`src/core/tcb_pkg.sv`:
```
package tcb_pkg;
   localparam int unsigned ADDR_W = 8;
   localparam int unsigned DATA_W = 32;
   localparam int unsigned CNT_W  = 16;

   // register word offsets
   localparam logic [7:0] OFS_POWER_OFF_CONTROL = 8'h00;
   localparam logic [7:0] OFS_TIMER_MODE        = 8'h04;
   localparam logic [7:0] OFS_TIMER_CONTROL     = 8'h08;
   localparam logic [7:0] OFS_TIMER_STATUS      = 8'h0c;
   localparam logic [7:0] OFS_COMPARE_LOW       = 8'h10;
   localparam logic [7:0] OFS_COMPARE_HIGH      = 8'h14;
   localparam logic [7:0] OFS_CAPTURE_LOW       = 8'h18;
   localparam logic [7:0] OFS_CAPTURE_HIGH      = 8'h1c;
   localparam logic [7:0] OFS_SYSTEM_CONTROL    = 8'h20;

   // field positions
   localparam int unsigned POS_CLOCK_ENABLE  = 0;
   localparam int unsigned POS_MODE_LO       = 0;
   localparam int unsigned POS_CLKSEL_LO     = 3;
   localparam int unsigned POS_RUN           = 0;
   localparam int unsigned POS_OVF_ENABLE    = 1;
   localparam int unsigned POS_AUTO_CAPTURE  = 2;
   localparam int unsigned POS_DOUBLE_BUFFER = 3;
   localparam int unsigned POS_OVF_FLAG      = 7;
   localparam int unsigned POS_DIV_SELECT    = 0;
   localparam int unsigned POS_SLOW_MODE     = 1;

   // reset values
   localparam logic [2:0]  RST_MODE    = 3'h0;
   localparam logic [1:0]  RST_CLKSEL  = 2'h0;
   localparam logic [15:0] RST_COMPARE = 16'hffff;
   localparam logic [7:0]  RST_CAPTURE = 8'hff;
   localparam logic [7:0]  RST_TEMP    = 8'hff;

   // timer mode codes
   localparam logic [2:0] MODE_TIMER_A = 3'h0;
   localparam logic [2:0] MODE_TIMER_B = 3'h1;

   // prescaler: exponents of two for select codes 00..11
   localparam int unsigned DIV_W    = 10;
   localparam int unsigned DIV_EXP0 = 10;
   localparam int unsigned DIV_EXP1 = 6;
   localparam int unsigned DIV_EXP2 = 2;
   localparam int unsigned DIV_EXP3 = 1;
   localparam int unsigned LS_DIV_W = 3;
endpackage

```
`src/core/tcb_prescaler.sv`:
```
`timescale 1ns/1ns
module tcb_prescaler
   import tcb_pkg::*;
(
   input  wire logic       pclk,
   input  wire logic       presetn,
   input  wire logic       enable,
   input  wire logic [1:0] clk_sel,
   input  wire logic       use_low_speed,
   input  wire logic       low_speed_clock,
   output logic            tick
);
   import tcb_pkg::*;

   logic [DIV_W-1:0]    div_q,  div_d;
   logic [LS_DIV_W-1:0] ls_q,   ls_d;
   logic                sy1_q,  sy2_q, prev_q;
   logic                tick_d;
   logic                ls_edge;

   assign ls_edge = sy2_q & ~prev_q;

   always_comb begin
      div_d  = enable ? div_q + 1'b1 : '0;
      ls_d   = ls_q;
      tick_d = 1'b0;
      if (enable && ls_edge) begin
         ls_d = ls_q + 1'b1;
      end
      if (!enable) begin
         ls_d = '0;
      end else if (clk_sel == 2'h0 && use_low_speed) begin
         tick_d = ls_edge && (&ls_q);
      end else begin
         case (clk_sel)
            2'h0:    tick_d = &div_q[DIV_EXP0-1:0];
            2'h1:    tick_d = &div_q[DIV_EXP1-1:0];
            2'h2:    tick_d = &div_q[DIV_EXP2-1:0];
            default: tick_d = &div_q[DIV_EXP3-1:0];
         endcase
      end
   end

   always_ff @(posedge pclk or negedge presetn) begin
      if (!presetn) begin
         div_q  <= '0;
         ls_q   <= '0;
         sy1_q  <= 1'b0;
         sy2_q  <= 1'b0;
         prev_q <= 1'b0;
         tick   <= 1'b0;
      end else begin
         div_q  <= div_d;
         ls_q   <= ls_d;
         sy1_q  <= low_speed_clock;
         sy2_q  <= sy1_q;
         prev_q <= sy2_q;
         tick   <= tick_d;
      end
   end
endmodule

```
`src/core/tcb_timer.sv`:
```
// Chosen here: the register offsets and the APB register port.
`timescale 1ns/1ns
// How it works
// - clock enable bit gates whole timer
// - clock enable resets to zero
// - mode 000 or 001 is timer mode
// - run starts; mode/overflow-enable writes ignored running
// - select divides by 1024,64,4,2 or slow/8
// - sixteen-bit counter counts selected ticks
// - match raises request, clears counter, continues
// - clearing run stops and zeroes counter
// - capture low read latches high byte
// - capture works stopped; low reads zero
// - high byte kept; cleared on stopped read
// - capture active immediately after start
// - stopping write leaves auto-capture unchanged
// - compare low goes to holding latch
// - double buffer bit enables buffering
// - running buffered value loads at match
// - buffered reads return latest written value
// - stopped write loads buffer and active
// - unbuffered write takes effect immediately
// - overflow flag; status read clears; writes ignored
// - stop state entry clears run bit
module tcb_timer
   import tcb_pkg::*;
(
   input  wire logic                      pclk,
   input  wire logic                      presetn,
   input  wire logic                      psel,
   input  wire logic                      penable,
   input  wire logic                      pwrite,
   input  wire logic [tcb_pkg::ADDR_W-1:0] paddr,
   input  wire logic [tcb_pkg::DATA_W-1:0] pwdata,
   output logic      [tcb_pkg::DATA_W-1:0] prdata,
   output logic                           pready,
   output logic                           pslverr,
   input  wire logic                      low_speed_clock,
   input  wire logic                      stop_enter,
   output logic                           timer_match_interrupt
);
   import tcb_pkg::*;

   // control state
   logic             clk_en_q,   clk_en_d;
   logic [2:0]       mode_q,     mode_d;
   logic [1:0]       clksel_q,   clksel_d;
   logic             run_q,      run_d;
   logic             ovf_en_q,   ovf_en_d;
   logic             acap_q,     acap_d;
   logic             dbf_q,      dbf_d;
   logic             div_sel_q,  div_sel_d;
   logic             slow_q,     slow_d;
   logic             ovf_flag_q, ovf_flag_d;

   // counting and data state
   logic [CNT_W-1:0] cnt_q,      cnt_d;
   logic [CNT_W-1:0] cmp_act_q,  cmp_act_d;
   logic [CNT_W-1:0] cmp_buf_q,  cmp_buf_d;
   logic [7:0]       temp_q,     temp_d;
   logic [7:0]       cap_lo_q,   cap_lo_d;
   logic [7:0]       cap_hi_q,   cap_hi_d;
   logic             irq_d;

   // bus state
   logic [DATA_W-1:0] prdata_d;
   logic              pready_d;
   logic              pslverr_d;

   logic             tick;
   logic             timer_mode;
   logic             counting;
   logic             first_ph;
   logic             wr_fire;
   logic             rd_first;
   logic             mapped;
   logic [CNT_W-1:0] commit_val;
   logic [7:0]       rd_byte;
   logic             match_hit;
   logic             stat_rd;
   logic             cap_rd;

   assign timer_mode = (mode_q == MODE_TIMER_A) || (mode_q == MODE_TIMER_B);
   // gated clock or stopped: no compare and no request
   assign counting   = clk_en_q && run_q && timer_mode;
   assign first_ph   = psel && penable && !pready;
   assign wr_fire    = psel && penable && pready && pwrite;
   assign rd_first   = first_ph && !pwrite && clk_en_q;
   assign commit_val = {pwdata[7:0], temp_q};
   // read side effects act in the first access cycle, with the sampled data
   assign stat_rd    = rd_first && (paddr == OFS_TIMER_STATUS);
   assign cap_rd     = rd_first && (paddr == OFS_CAPTURE_LOW) && acap_q;
   assign match_hit  = cnt_q == cmp_act_q;

   always_comb begin
      case (paddr)
         OFS_POWER_OFF_CONTROL,
         OFS_TIMER_MODE,
         OFS_TIMER_CONTROL,
         OFS_TIMER_STATUS,
         OFS_COMPARE_LOW,
         OFS_COMPARE_HIGH,
         OFS_CAPTURE_LOW,
         OFS_CAPTURE_HIGH,
         OFS_SYSTEM_CONTROL: mapped = 1'b1;
         default:            mapped = 1'b0;
      endcase
   end

   tcb_prescaler u_prescaler (
      .pclk            (pclk),
      .presetn         (presetn),
      .enable          (counting),
      .clk_sel         (clksel_q),
      .use_low_speed   (div_sel_q || slow_q),
      .low_speed_clock (low_speed_clock),
      .tick            (tick)
   );

   // read data: timer registers read zero while gated
   always_comb begin
      rd_byte = 8'h00;
      case (paddr)
         OFS_POWER_OFF_CONTROL: begin
            rd_byte[POS_CLOCK_ENABLE] = clk_en_q;
         end
         OFS_SYSTEM_CONTROL: begin
            rd_byte[POS_DIV_SELECT] = div_sel_q;
            rd_byte[POS_SLOW_MODE]  = slow_q;
         end
         OFS_TIMER_MODE: begin
            rd_byte[POS_MODE_LO+:3]   = mode_q;
            rd_byte[POS_CLKSEL_LO+:2] = clksel_q;
         end
         OFS_TIMER_CONTROL: begin
            rd_byte[POS_RUN]           = run_q;
            rd_byte[POS_OVF_ENABLE]    = ovf_en_q;
            rd_byte[POS_AUTO_CAPTURE]  = acap_q;
            rd_byte[POS_DOUBLE_BUFFER] = dbf_q;
         end
         OFS_TIMER_STATUS: begin
            rd_byte[POS_OVF_FLAG] = ovf_flag_q;
         end
         OFS_COMPARE_LOW: begin
            rd_byte = dbf_q ? cmp_buf_q[7:0] : cmp_act_q[7:0];
         end
         OFS_COMPARE_HIGH: begin
            rd_byte = dbf_q ? cmp_buf_q[15:8] : cmp_act_q[15:8];
         end
         OFS_CAPTURE_LOW: begin
            if (acap_q) begin
               rd_byte = run_q ? cnt_q[7:0] : 8'h00;
            end else begin
               rd_byte = cap_lo_q;
            end
         end
         OFS_CAPTURE_HIGH: begin
            rd_byte = cap_hi_q;
         end
         default: begin
            rd_byte = 8'h00;
         end
      endcase
      if (!clk_en_q && paddr != OFS_POWER_OFF_CONTROL) begin
         rd_byte = 8'h00;
      end
   end

   // bus answer: one wait cycle, then pready for one cycle
   always_comb begin
      pready_d  = first_ph;
      pslverr_d = first_ph && !mapped;
      prdata_d  = '0;
      if (first_ph && !pwrite) begin
         prdata_d = {{(DATA_W-8){1'b0}}, rd_byte};
      end
   end

   // writes while gated are dropped, except the clock enable and system control
   // control registers
   always_comb begin
      clk_en_d  = clk_en_q;
      mode_d    = mode_q;
      clksel_d  = clksel_q;
      run_d     = run_q;
      ovf_en_d  = ovf_en_q;
      acap_d    = acap_q;
      dbf_d     = dbf_q;
      div_sel_d = div_sel_q;
      slow_d    = slow_q;
      if (wr_fire) begin
         case (paddr)
            OFS_POWER_OFF_CONTROL: begin
               clk_en_d = pwdata[POS_CLOCK_ENABLE];
            end
            OFS_SYSTEM_CONTROL: begin
               div_sel_d = pwdata[POS_DIV_SELECT];
               slow_d    = pwdata[POS_SLOW_MODE];
            end
            OFS_TIMER_MODE: begin
               if (clk_en_q && !run_q) begin
                  mode_d   = pwdata[POS_MODE_LO+:3];
                  clksel_d = pwdata[POS_CLKSEL_LO+:2];
               end
            end
            OFS_TIMER_CONTROL: begin
               if (clk_en_q) begin
                  run_d = pwdata[POS_RUN];
                  dbf_d = pwdata[POS_DOUBLE_BUFFER];
                  if (!run_q) begin
                     ovf_en_d = pwdata[POS_OVF_ENABLE];
                  end
                  if (!(run_q && !pwdata[POS_RUN])) begin
                     acap_d = pwdata[POS_AUTO_CAPTURE];
                  end
               end
            end
            default: begin
            end
         endcase
      end
      if (stop_enter) begin
         run_d = 1'b0;
      end
   end

   // counter, compare and capture
   always_comb begin
      cnt_d      = cnt_q;
      cmp_act_d  = cmp_act_q;
      cmp_buf_d  = cmp_buf_q;
      temp_d     = temp_q;
      cap_lo_d   = cap_lo_q;
      cap_hi_d   = cap_hi_q;
      ovf_flag_d = ovf_flag_q;
      irq_d      = 1'b0;
      if (stat_rd) begin
         ovf_flag_d = 1'b0;
      end
      if (cap_rd) begin
         cap_hi_d = run_q ? cnt_q[15:8] : 8'h00;
      end
      // not counting: counter and prescaler held at zero
      if (!counting) begin
         cnt_d = '0;
      end else if (tick) begin
         // with double buffering, a commit in the match cycle lands in the buffer only
         if (match_hit) begin
            irq_d     = 1'b1;
            cnt_d     = '0;
            cmp_act_d = dbf_q ? cmp_buf_q : cmp_act_q;
         end else begin
            cnt_d = cnt_q + 1'b1;
            // set wins over a status-read clear in the same cycle
            if (&cnt_q && ovf_en_q) begin
               ovf_flag_d = 1'b1;
            end
         end
      end
      if (wr_fire && clk_en_q) begin
         case (paddr)
            OFS_COMPARE_LOW: begin
               temp_d = pwdata[7:0];
            end
            OFS_COMPARE_HIGH: begin
               cmp_buf_d = commit_val;
               if (!(dbf_q && run_q)) begin
                  cmp_act_d = commit_val;
               end
            end
            OFS_CAPTURE_LOW: begin
               cap_lo_d = pwdata[7:0];
            end
            OFS_CAPTURE_HIGH: begin
               cap_hi_d = pwdata[7:0];
            end
            default: begin
            end
         endcase
      end
   end

   always_ff @(posedge pclk or negedge presetn) begin
      if (!presetn) begin
         clk_en_q  <= 1'b0;
         mode_q    <= RST_MODE;
         clksel_q  <= RST_CLKSEL;
         run_q     <= 1'b0;
         ovf_en_q  <= 1'b0;
         acap_q    <= 1'b0;
         dbf_q     <= 1'b0;
         div_sel_q <= 1'b0;
         slow_q    <= 1'b0;
      end else begin
         clk_en_q  <= clk_en_d;
         mode_q    <= mode_d;
         clksel_q  <= clksel_d;
         run_q     <= run_d;
         ovf_en_q  <= ovf_en_d;
         acap_q    <= acap_d;
         dbf_q     <= dbf_d;
         div_sel_q <= div_sel_d;
         slow_q    <= slow_d;
      end
   end

   always_ff @(posedge pclk or negedge presetn) begin
      if (!presetn) begin
         cnt_q      <= '0;
         cmp_act_q  <= RST_COMPARE;
         cmp_buf_q  <= RST_COMPARE;
         temp_q     <= RST_TEMP;
         cap_lo_q   <= RST_CAPTURE;
         cap_hi_q   <= RST_CAPTURE;
         ovf_flag_q <= 1'b0;
         timer_match_interrupt <= 1'b0;
      end else begin
         cnt_q      <= cnt_d;
         cmp_act_q  <= cmp_act_d;
         cmp_buf_q  <= cmp_buf_d;
         temp_q     <= temp_d;
         cap_lo_q   <= cap_lo_d;
         cap_hi_q   <= cap_hi_d;
         ovf_flag_q <= ovf_flag_d;
         timer_match_interrupt <= irq_d;
      end
   end

   always_ff @(posedge pclk or negedge presetn) begin
      if (!presetn) begin
         prdata  <= '0;
         pready  <= 1'b0;
         pslverr <= 1'b0;
      end else begin
         prdata  <= prdata_d;
         pready  <= pready_d;
         pslverr <= pslverr_d;
      end
   end
endmodule

```
`config.mk`:
```
export PLATFORM = sky130hd
export DESIGN_NAME = tcb_timer
export DESIGN_NICKNAME = d
export VERILOG_FILES = /design/src/core/tcb_pkg.sv /design/src/core/tcb_prescaler.sv /design/src/core/tcb_timer.sv
export SDC_FILE = /design/constraint.sdc
export NUM_CORES = 1
export LEC_CHECK = 0
export BUFFER_PORTS_ARGS = -buffer_cell sky130_fd_sc_hd__buf_2
export CORE_MARGIN = 2
export CORE_UTILIZATION = 40
export DETAILED_ROUTE_END_ITERATION = 6
export PLACE_DENSITY = 0.67
export SYNTH_ARGS = -nofsm -noshare
export SYNTH_HDL_FRONTEND = slang
export SYNTH_HIERARCHICAL = 1
export SYNTH_SLANG_ARGS = --single-unit
```
`constraint.sdc`:
```
create_clock -name pclk -period 1.91 [get_ports pclk]
set_input_delay 0.191 -clock pclk [delete_from_list [all_inputs] [get_ports pclk]]
set_output_delay 0.191 -clock pclk [all_outputs]
set_load 0.005 [all_outputs]
```
# Word-level counts from Yosys, hierarchy flattened
# Cells that the tools add are included.
# word_totals
output_inout_bits,35
inputBits,47
reg_bits,137
elab_cells,144
# classes
n_mux,45
addsub,3
bitwise_logic,4
n_reduce_logical,52
eq_ne,14
# ops
operator,count
2-to-1 mux 16 bit,10
2-to-1 mux 8 bit,10
"== test 8 x 5 -> 1 bit, second input constant",4
logical AND 1 bit,21
"adder 16 x 1 -> 16 bit, second input constant",1
== test 16 bit,1
"== test 8 x 4 -> 1 bit, second input constant",2
AND reduction 16 bit,1
2-to-1 mux 1 bit,15
case mux 2 bit (6 select lines),1
AND reduction 2 bit,6
AND reduction 3 bit,4
"adder 10 x 1 -> 10 bit, second input constant",1
2-to-1 mux 10 bit,1
case mux 1 bit (5 select lines),2
AND reduction 10 bit,1
OR reduction 9 bit,1
"== test 8 x 3 -> 1 bit, second input constant",1
"== test 8 x 6 -> 1 bit, second input constant",1
zero test 8 bit,1
case mux 1 bit (8 select lines),1
case mux 2 bit (4 select lines),1
AND reduction 4 bit,2
nonzero test 8 bit,1
16 further kinds,28

# Longest topological paths before layout
# Gate-level depths: netlist of run 1.
# logic_depth
depth_word,10
ltp_mapped,9
ltp_nobuf,6

# By module
# Netlist of run 1, hierarchy kept.
# modules_own_cells
mod,n_inst,cells_per_inst,area_each_um2,seq_area_each_um2
tcb_timer,1,534,5295.1,2472.4
tcb_prescaler,1,67,794.5,425.4

# Worst setup path before layout of run 1
# Ideal clock, no wire load.
# synth_path
kind,input -> register
startpoint,input paddr[4] in the netlist's numbering
endpoint,register acap_q
setup_slack_ps,27
n_path_buf,1
setup_ps,125
arrival_time_ps,1759
cell_stages,6
t_required_ps,1785
cell_sequence,buf_4 -> or4_4 -> nor2_1 -> nand2_1 -> a21oi_1 -> mux2_2
# synth_via
elab_chain_cells,2
# synth_rtl
item,line_no,rtl
from (decl),tcb_timer.sv:33,"input wire logic [tcb_pkg::ADDR_W-1:0] paddr,"
== test 8 x 4 -> 1 bit,tcb_timer.sv:192,case (paddr)
AND reduction 4 bit (no source line),n/a,
to (signal assigned),tcb_timer.sv:300,acap_q <= acap_d;
to (decl),tcb_timer.sv:50,"logic acap_q, acap_d;"
# No other way between the ends.
# A chain may end at the register's enable or synchronous reset.

# Worst setup path after layout of run 1
# layout_path
startpoint,register cmp_act_q[12]
endpoint,register cmp_act_q[14]
# layout_via
elab_chain_cells,7
# layout_rtl
item,line_no,rtl
from (decl),tcb_timer.sv:58,"logic [CNT_W-1:0] cmp_act_q, cmp_act_d;"
from (signal assigned),tcb_timer.sv:319,cmp_act_q <= cmp_act_d;
== test 16 bit (*),tcb_timer.sv:93,assign match_hit = cnt_q == cmp_act_q;
2-to-1 mux 16 bit (*),tcb_timer.sv:248,if (match_hit) begin
2-to-1 mux 16 bit (*),tcb_timer.sv:246,end else if (tick) begin
2-to-1 mux 16 bit (*),tcb_timer.sv:244,if (!counting) begin
2-to-1 mux 16 bit,tcb_timer.sv:267,if (!(dbf_q && run_q)) begin
2-to-1 mux 16 bit,tcb_timer.sv:261,case (paddr)
2-to-1 mux 16 bit (*),tcb_timer.sv:260,if (wr_fire && clk_en_q) begin
net cmp_act_d[14],tcb_timer.sv:58,
# The timed path passes the listed nets; every way through them passes the cells marked *.

==> results.md, run 1 <==
* Run status: complete, but fails checks
* Failing checks: negative setup slack
* Skew final at 0.0137 ns
* Max-cap violations at 0
* Place WS at -0.105 ns
* Overall die height at about 130 um
* Root Buffer: clkbuf_16
* Placed Area at ~6800 sq um
* First-pass GRT wire length at around 26000 um
* Worst Max-Slew Pin Slew at roughly 0.62 ns
* Synth async-reset ratio at 1.00
* Initial Utilization at 0.405
* Ant diodes at 0
* Post-Syn Area per Cell at 10.1 sq um
* Pin count of the biggest net entering global routing at 37
* Setup slack after layout at -0.0119 ns
* Cells after Synth at between 600 and 700
* Io pins at 82
* Tcrit/Tclk final at 1.01
* Via Count at 4911
* Critical path startpoint category: register
* CP Capture Type: register
* Final setup violating endpoints at 2
* Core Area at 15000 sq um
* GRT met1 Usage at 0.293
* Initial antenna violation count at 0
* Clock-pin slew on the worst setup and hold paths at 0.05 ns
* Vias in the first global route at 4849
* Area Overhead vs Synth at 24.9%
* Drt first pass iters at 5
* Register area share after synthesis at 0.476
* Reg area at 2900 sq um
* Total power at 5900 uW
* CTS tree: done
* Fill count at 1305
* Congestion Overflow GR at 0
* Final antenna-violating net count at 0
* Min-delay worst type: in -> reg
* Relative slew slack at 0.589
* Fmax at 520 MHz
* Min cycle time layout at slightly below 2 ns
* Core Rows at 45
* Final Max Tran Viols at 0
* Worst-Skew Late Latency at 0.42 ns
* Fin area at 7610 sq um
* Commonest cells after routing, fill and taps aside: 57 x buf_4, 56 x dfstp_2, 55 x dfrtp_1
* DRT iter0 DRCs at 357
* Count of cell types in the netlist at 68
* Final core occ at 0.506
* RSZ-0062 raised after global routing: true
* Crit Path Max Fanout at 3
* Fraction of layout cells with a size suffix above 1 at 0.376
* CTS buffer count at 17
* Pleak at 0.00321 uW
* CTS H-tree depth at 4
* Cell Area, Synth at 6090 sq um
* Crit Path Class: reg -> reg
* Synth Flop Type: dfrtp_1
* Total wire length at between 15000 and 20000 um
* Clk buf depth at 2
* Number of synthesized flops with an enable pin at 0
* Wire per inst at 18.6 um
* Commonest non-fill, non-tap cell in the layout: buf_4
* DRC errors left at 0
* Peak supply drop at 0.000678 V
* CP Data Required Time at 2.25 ns
* Yosys reg bits at 113
* Gr usage total at 0.211
* Vias/cell at ~5.5
* Busiest grt layer: met2
* Critical Path AT at roughly 2.3 ns
* Power Density at between 700 and 800 nW/um^2
* Die Wd at 127 um
* Area of the multi-input gates at 3030 sq um
* IO buf count at 33
* Routing usage on met2 at 0.318
* Yosys warning total at 6
* GR Util met3 at 0.0469
* DP HPWL at ~12000 um
* Final #Nets at about 740
* Die area at 16200 sq um
* Sink Count at 113
* GPL Wtd Cong at 0.924
* Final Hold Fails at 0
==> cell type report <==
type / count / area share
multi-input combinational: 445 / 0.398
sequential: 113 / 0.381
timing repair buffer: 101 / 0.101
clock buffer: 21 / 0.0648
tap: 188 / 0.0309
clock inverter: 11 / 0.0171
inverter: 14 / 0.00691
==> where the power goes <==
group          switching [uW]  total [uW]  internal (uW)
combinational             122         178           56.0
clock                    1090        3310           2220
sequential               2.83        2410           2410
total                    1220        5900           4680
==> flip-flops by register name (all words and copies together), names as in the netlist, 2 cells and up <==
| signal | count |
|---|---|
| cap_hi_q | 8 |
| temp_q | 8 |
| clksel_q | 2 |
| mode_q | 3 |
| u_prescaler/ls_q | 3 |
| prdata | 8 |
| cnt_q | 16 |
| u_prescaler/div_q | 10 |
| cap_lo_q | 8 |
| cmp_buf_q | 16 |
| cmp_act_q | 16 |
==> cell usage after synthesis (2+ instances only) <==
| library cell | number | share of area |
|---|---|---|
| a21oi_1 | 36 | 0.030 |
| a221oi_1 | 4 | 0.0058 |
| a22oi_1 | 4 | 0.0049 |
| a2bb2oi_1 | 2 | 0.0029 |
| a31oi_1 | 31 | 0.032 |
| and2_1 | 11 | 0.011 |
| and3_1 | 3 | 0.0031 |
| and3b_1 | 2 | 0.0029 |
| and4_1 | 6 | 0.0086 |
| buf_2 | 7 | 0.0058 |
| buf_4 | 27 | 0.033 |
| clkbuf_1 | 17 | 0.010 |
| dfrtp_1 | 57 | 0.23 |
| dfstp_2 | 56 | 0.24 |
| ha_1 | 4 | 0.0082 |
| inv_1 | 13 | 0.0080 |
| mux2_1 | 2 | 0.0037 |
| mux2_2 | 38 | 0.070 |
| mux2i_1 | 15 | 0.025 |
| nand2_1 | 39 | 0.024 |
| nand2b_1 | 10 | 0.010 |
| nand3_1 | 25 | 0.021 |
| nand3b_1 | 3 | 0.0037 |
| nand4_1 | 7 | 0.0072 |
| nor2_1 | 53 | 0.033 |
| nor2_4 | 2 | 0.0037 |
| nor2b_1 | 5 | 0.0051 |
| nor3_1 | 7 | 0.0058 |
| nor4_1 | 6 | 0.0062 |
| o21ai_0 | 29 | 0.024 |
| o21ai_1 | 2 | 0.0016 |
| or3_1 | 4 | 0.0041 |
| or4_1 | 5 | 0.0062 |
| or4b_4 | 2 | 0.0045 |
| xnor2_1 | 12 | 0.017 |
| xor2_1 | 23 | 0.033 |
==> worst max-delay path, cell delays in order (launching register included) <==
cell	delay (ns)
dfstp_2	0.58
xor2_1	0.10
nor4_2	0.35
nand4_1	0.19
buf_4	0.19
buf_4	0.14
o31ai_4	0.18
o21ai_1	0.11
==> routing by layer <==
metal  part of all wire  up-vias
met3              0.059       27
met1               0.45     2409
met2               0.47      189
met4              0.023        0
met5                  0        -
li1                   -     2286
==> metrics by stage <==
| stage | hold WS (ns) | setup TNS (ns) | std cells |
|---|---|---|---|
| finish | 0.0513 | -0.0184 | 893 |
| global route | 0.0523 | -0.309 | 893 |
| CTS | 0.0277 | -0.00394 | 889 |
| detailed placement | 0.196 | -0.969 | 852 |
| global placement | 0.190 | -0.139 | 852 |
| floorplan | -0.105 | 0 | 624 |
==> repair_timing <==
action,4_1_cts,5_1_grt
hold endpoints to repair,25,0
gates resized for setup,9,37
cloned,0,1
pin swaps,5,8
setup endpoints to repair,25,37
buffers inserted,2,3
hold buffers,3,0
==> path summary, 6_finish.rpt <==
kind | depth (start not counted) | end | startpoint | slack [ns]
worst min-delay path | 3 | cmp_act_q[14] | pwdata[6] | 0.05
worst min register to register | 0 | u_prescaler/sy2_q | u_prescaler/sy1_q | 0.35
worst max register to register | 7 | cmp_act_q[14] | cmp_act_q[12] | -0.01
min in group asynchronous | 2 | u_prescaler/div_q[8] | presetn | 0.30
worst max-delay path | 7 | cmp_act_q[14] | cmp_act_q[12] | -0.01
max in group asynchronous | 3 | temp_q[1] | presetn | 0.94
==> logic make-up (layout without fill, tap and decap cells) <==
logic type	count (synthesis)	in the layout	share of synthesized area
AOI/OAI and AO/OA	121	121	0.120
xor gates and xnor gates	35	35	0.0503
adders and majority gates	4	4	0.00822
buffers and inverters	66	147	0.0600
DFF	113	113	0.476
muxes	55	55	0.0986
other	1	24	0.000616
and+or+nand+nor	206	206	0.186
No activity file was read; power rests on OpenSTA's default activity.
==> run 2, diff against run 1 <==
--- a/config.mk
+++ b/config.mk
@@ -5,11 +5,13 @@
 export SDC_FILE = /design/constraint.sdc
 export NUM_CORES = 1
 export LEC_CHECK = 0
+export ABC_AREA = 1
 export BUFFER_PORTS_ARGS = -buffer_cell sky130_fd_sc_hd__buf_2
 export CORE_MARGIN = 2
 export CORE_UTILIZATION = 40
 export DETAILED_ROUTE_END_ITERATION = 6
 export PLACE_DENSITY = 0.67
+export SKIP_CTS_REPAIR_TIMING = 1
 export SYNTH_ARGS = -nofsm -noshare
 export SYNTH_HDL_FRONTEND = slang
 export SYNTH_HIERARCHICAL = 1
==> results.md, run 2 <==
* Fill count at 1603 (+23%)
* Pleak at 0.00356 uW (+11%)
* IO buf count at 33 (unchanged)
* Initial Utilization at 0.406 (+0.00114)
* DP HPWL at 12800 um (+7.5%)
* CP top delay family: flip-flops
* Hold_sp: pwdata[6]
* Slowest CP cell: dfrtp_1
* Most common cell in the synthesized netlist: nand2_1
* Synth async-reset ratio at 1.00 (unchanged)
* Reg area at 2900 sq um (about the same)
* Core Rows at 46 (+2.2%)
* Initial antenna violation count at 2 (+2)
* Count of cell types in the netlist at 37 (-46%)
* Peak supply drop at 0.000737 V (+8.7%)
* Die area at 17000 sq um (+5.0%)
* Drt first pass iters at 5 (unchanged)
* Failing checks: negative hold slack
* Pin count of the biggest net entering global routing at 52 (+41%)
* Commonest non-fill, non-tap cell in the layout: nand2_1
* Area of the multi-input gates at 2860 sq um (-5.5%)
* Final setup violating endpoints at 0 (-2)
* Clock-pin slew on the worst setup and hold paths at 0.05 ns (about the same)
* Crit Path Class: reg -> reg
* Power Density at 739 nW/um^2 (-4.7%)
* Worst-Skew Late Latency at 0.42 ns (about the same)
* Crit path buf inv count at 1 (-1)
* Final Hold Fails at 3 (+3)
* Area leader, netlist: dfstp_2
* Vias in the first global route at 5538 (+14%)
* Skew final at 0.00493 ns (-0.00881 ns)
* Commonest cells after routing, fill and taps aside: 274 x nand2_1, 103 x inv_1, 79 x o21ai_0
* Min-delay worst type: in -> reg
* Worst Max-Slew Pin Slew at 0.569 ns (-0.0473 ns)
* DRT iter0 DRCs at 406 (+14%)
* Relative slew slack at 0.616 (+0.0275)
* Final core occ at 0.477 (-0.0289)
* Fraction of layout cells with a size suffix above 1 at 0.202 (-0.174)
* CP Capture Type: register
* Total wire length at 17200 um (+3.7%)
* Setup slack after layout at 0.128 ns (+0.140 ns)
* Io pins at 82 (unchanged)
* DRC errors left at 0 (unchanged)
* Vias/cell at 4.98 (-9.4%)
* Max-cap violations at 0 (unchanged)
* Run status: complete, but fails checks
* Area Overhead vs Synth at 17.5%
* Register area share after synthesis at 0.452 (-0.0235)
* Core Area at 15800 sq um (+4.9%)
* Clk buf depth at 2 (unchanged)
* Die Wd at 131 um (+2.5%)
* Worst hold margin at -0.00320 ns (-0.0545 ns)
* Commonest cells post-synth: 274 x nand2_1, 103 x inv_1, 79 x o21ai_0, 64 x nor2_1, 57 x dfrtp_1
* Min cycle time layout at 1.78 ns (-0.140 ns)
* Critical path startpoint category: register
* Synth area leaders: dfstp_2 23%, dfrtp_1 22%, nand2_1 16%
* Tcrit/Tclk final at 0.933 (-0.0735)
* Setup TNS at 0 ns (+0.0184 ns)
* Cells after Synth at 862 (+43%)
* Congestion Overflow GR at 0 (unchanged)
* Final Max Tran Viols at 0 (unchanged)
* Number of synthesized flops with an enable pin at 0 (unchanged)
* Crit path cell chain: buf_4, nor2_1, a21oi_1, o22ai_1, nor2_1, a21oi_1
* Final #Nets at 982 (+32%)
* CTS buffer count at 17 (unchanged)
* Synth Flop Type: dfrtp_1
* Crit Path Max Fanout at 16 (+13)
* Overall die height at 131 um (+2.5%)
* Cell Area, Synth at 6410 sq um (+5.2%)
* Gr usage total at 0.219 (+0.00828)
* CTS H-tree depth at 4 (unchanged)
* Slowest Stage Delay on Critical Path at 0.70 ns (+0.12 ns)
* GPL Wtd Cong at 0.995 (+7.8%)
* Yosys reg bits at 113 (unchanged)
* Via Count at 5791 (+18%)
* Wire per inst at 14.8 um (-20%)
* Fmax at 561 MHz (+7.9%)
* RSZ-0062 raised after global routing: false
* Critical Path AT at 2.07 ns (-0.19 ns)
* CTS tree: done
* R2R Path Start: dbf_q
* Yosys warning total at 6 (unchanged)
* Final antenna-violating net count at 0 (unchanged)
* First-pass GRT wire length at 28400 um (+8.6%)
* Yosys top cell area share at 0.230 (-0.0119)
* Place WS at 0.130 ns (+0.235 ns)
* Post-Syn Area per Cell at 7.43 sq um (-27%)
* Root Buffer: clkbuf_16
* CP Data Required Time at 2.20 ns (-0.05 ns)
* Sink Count at 113 (unchanged)
* Largest registers: cmp_act_q x16, cmp_buf_q x16, cnt_q x16
* Worst setup path start: dbf_q
* Total power at 5560 uW (-5.7%)
[run 2: cell count changes in the layout (fill, tap and decap cells not counted), moves of 21 or more]
cell | previous run | this run
nand4_1 | 7 | 28
nand2_1 | 38 | 274
buf_4 | 57 | 32
a31oi_1 | 31 | 3
inv_1 | 13 | 103
mux2_2 | 38 | 0
o21ai_0 | 15 | 79
[run 2: logic make-up after synthesis]
family	after synthesis	share of synthesized area
buf+inv	161	0.114
simple gates	434	0.296
other cells	1	0.000585
fa+ha+maj	4	0.00781
compound gates	138	0.114
xor+xnor	11	0.0150
flops	113	0.452
[run 2: worst paths after layout]
path,end,depth (start not counted),slack (ns)
worst min register to register,u_prescaler/sy2_q,0,0.34
min in group asynchronous,slow_q,2,0.26
worst min-delay path,cmp_act_q[14],3,-0.003
worst max-delay path,prdata[1],6,0.13
max in group asynchronous,cmp_act_q[11],3,0.97
worst max register to register,prdata[1],6,0.13
[run 2: metrics by stage]
stage	area, sq um	std cells
floorplan	6490	885
global placement	6930	1125
detailed placement	6930	1125
CTS	7490	1157
global route	7520	1160
finish	7520	1162
[run 2: area by class of cell]
type,count,share of cell area
timing repair buffer,70,0.0652
antenna,2,0.000665
clock buffer,27,0.0668
multi-input combinational,611,0.380
tap,216,0.0359
inverter,118,0.0590
clock inverter,5,0.00698
sequential,113,0.385
[run 2: per-layer routing]
metal	global-route usage	up-vias	share of wire
met1	0.299	2708	0.45
met2	0.342	222	0.45
li1	-	2835	-
met4	0.0720	0	0.020
met5	0	-	0
met3	0.0558	26	0.077
[run 2: worst reg2reg max path, cell delays in order (launching register included)]
cell and delay [ns]:
dfrtp_1 0.70, buf_4 0.25, nor2_1 0.05, a21oi_1 0.24, o22ai_1 0.16, nor2_1 0.16, a21oi_1 0.10
[run 2: power breakdown]
group	internal (uW)	leakage (uW)	switching (uW)	total, uW
Sequential	2410	0.00136	2.15	2410
Combinational	38.9	0.00193	112	151
Clock	1920	0.000271	1080	3000
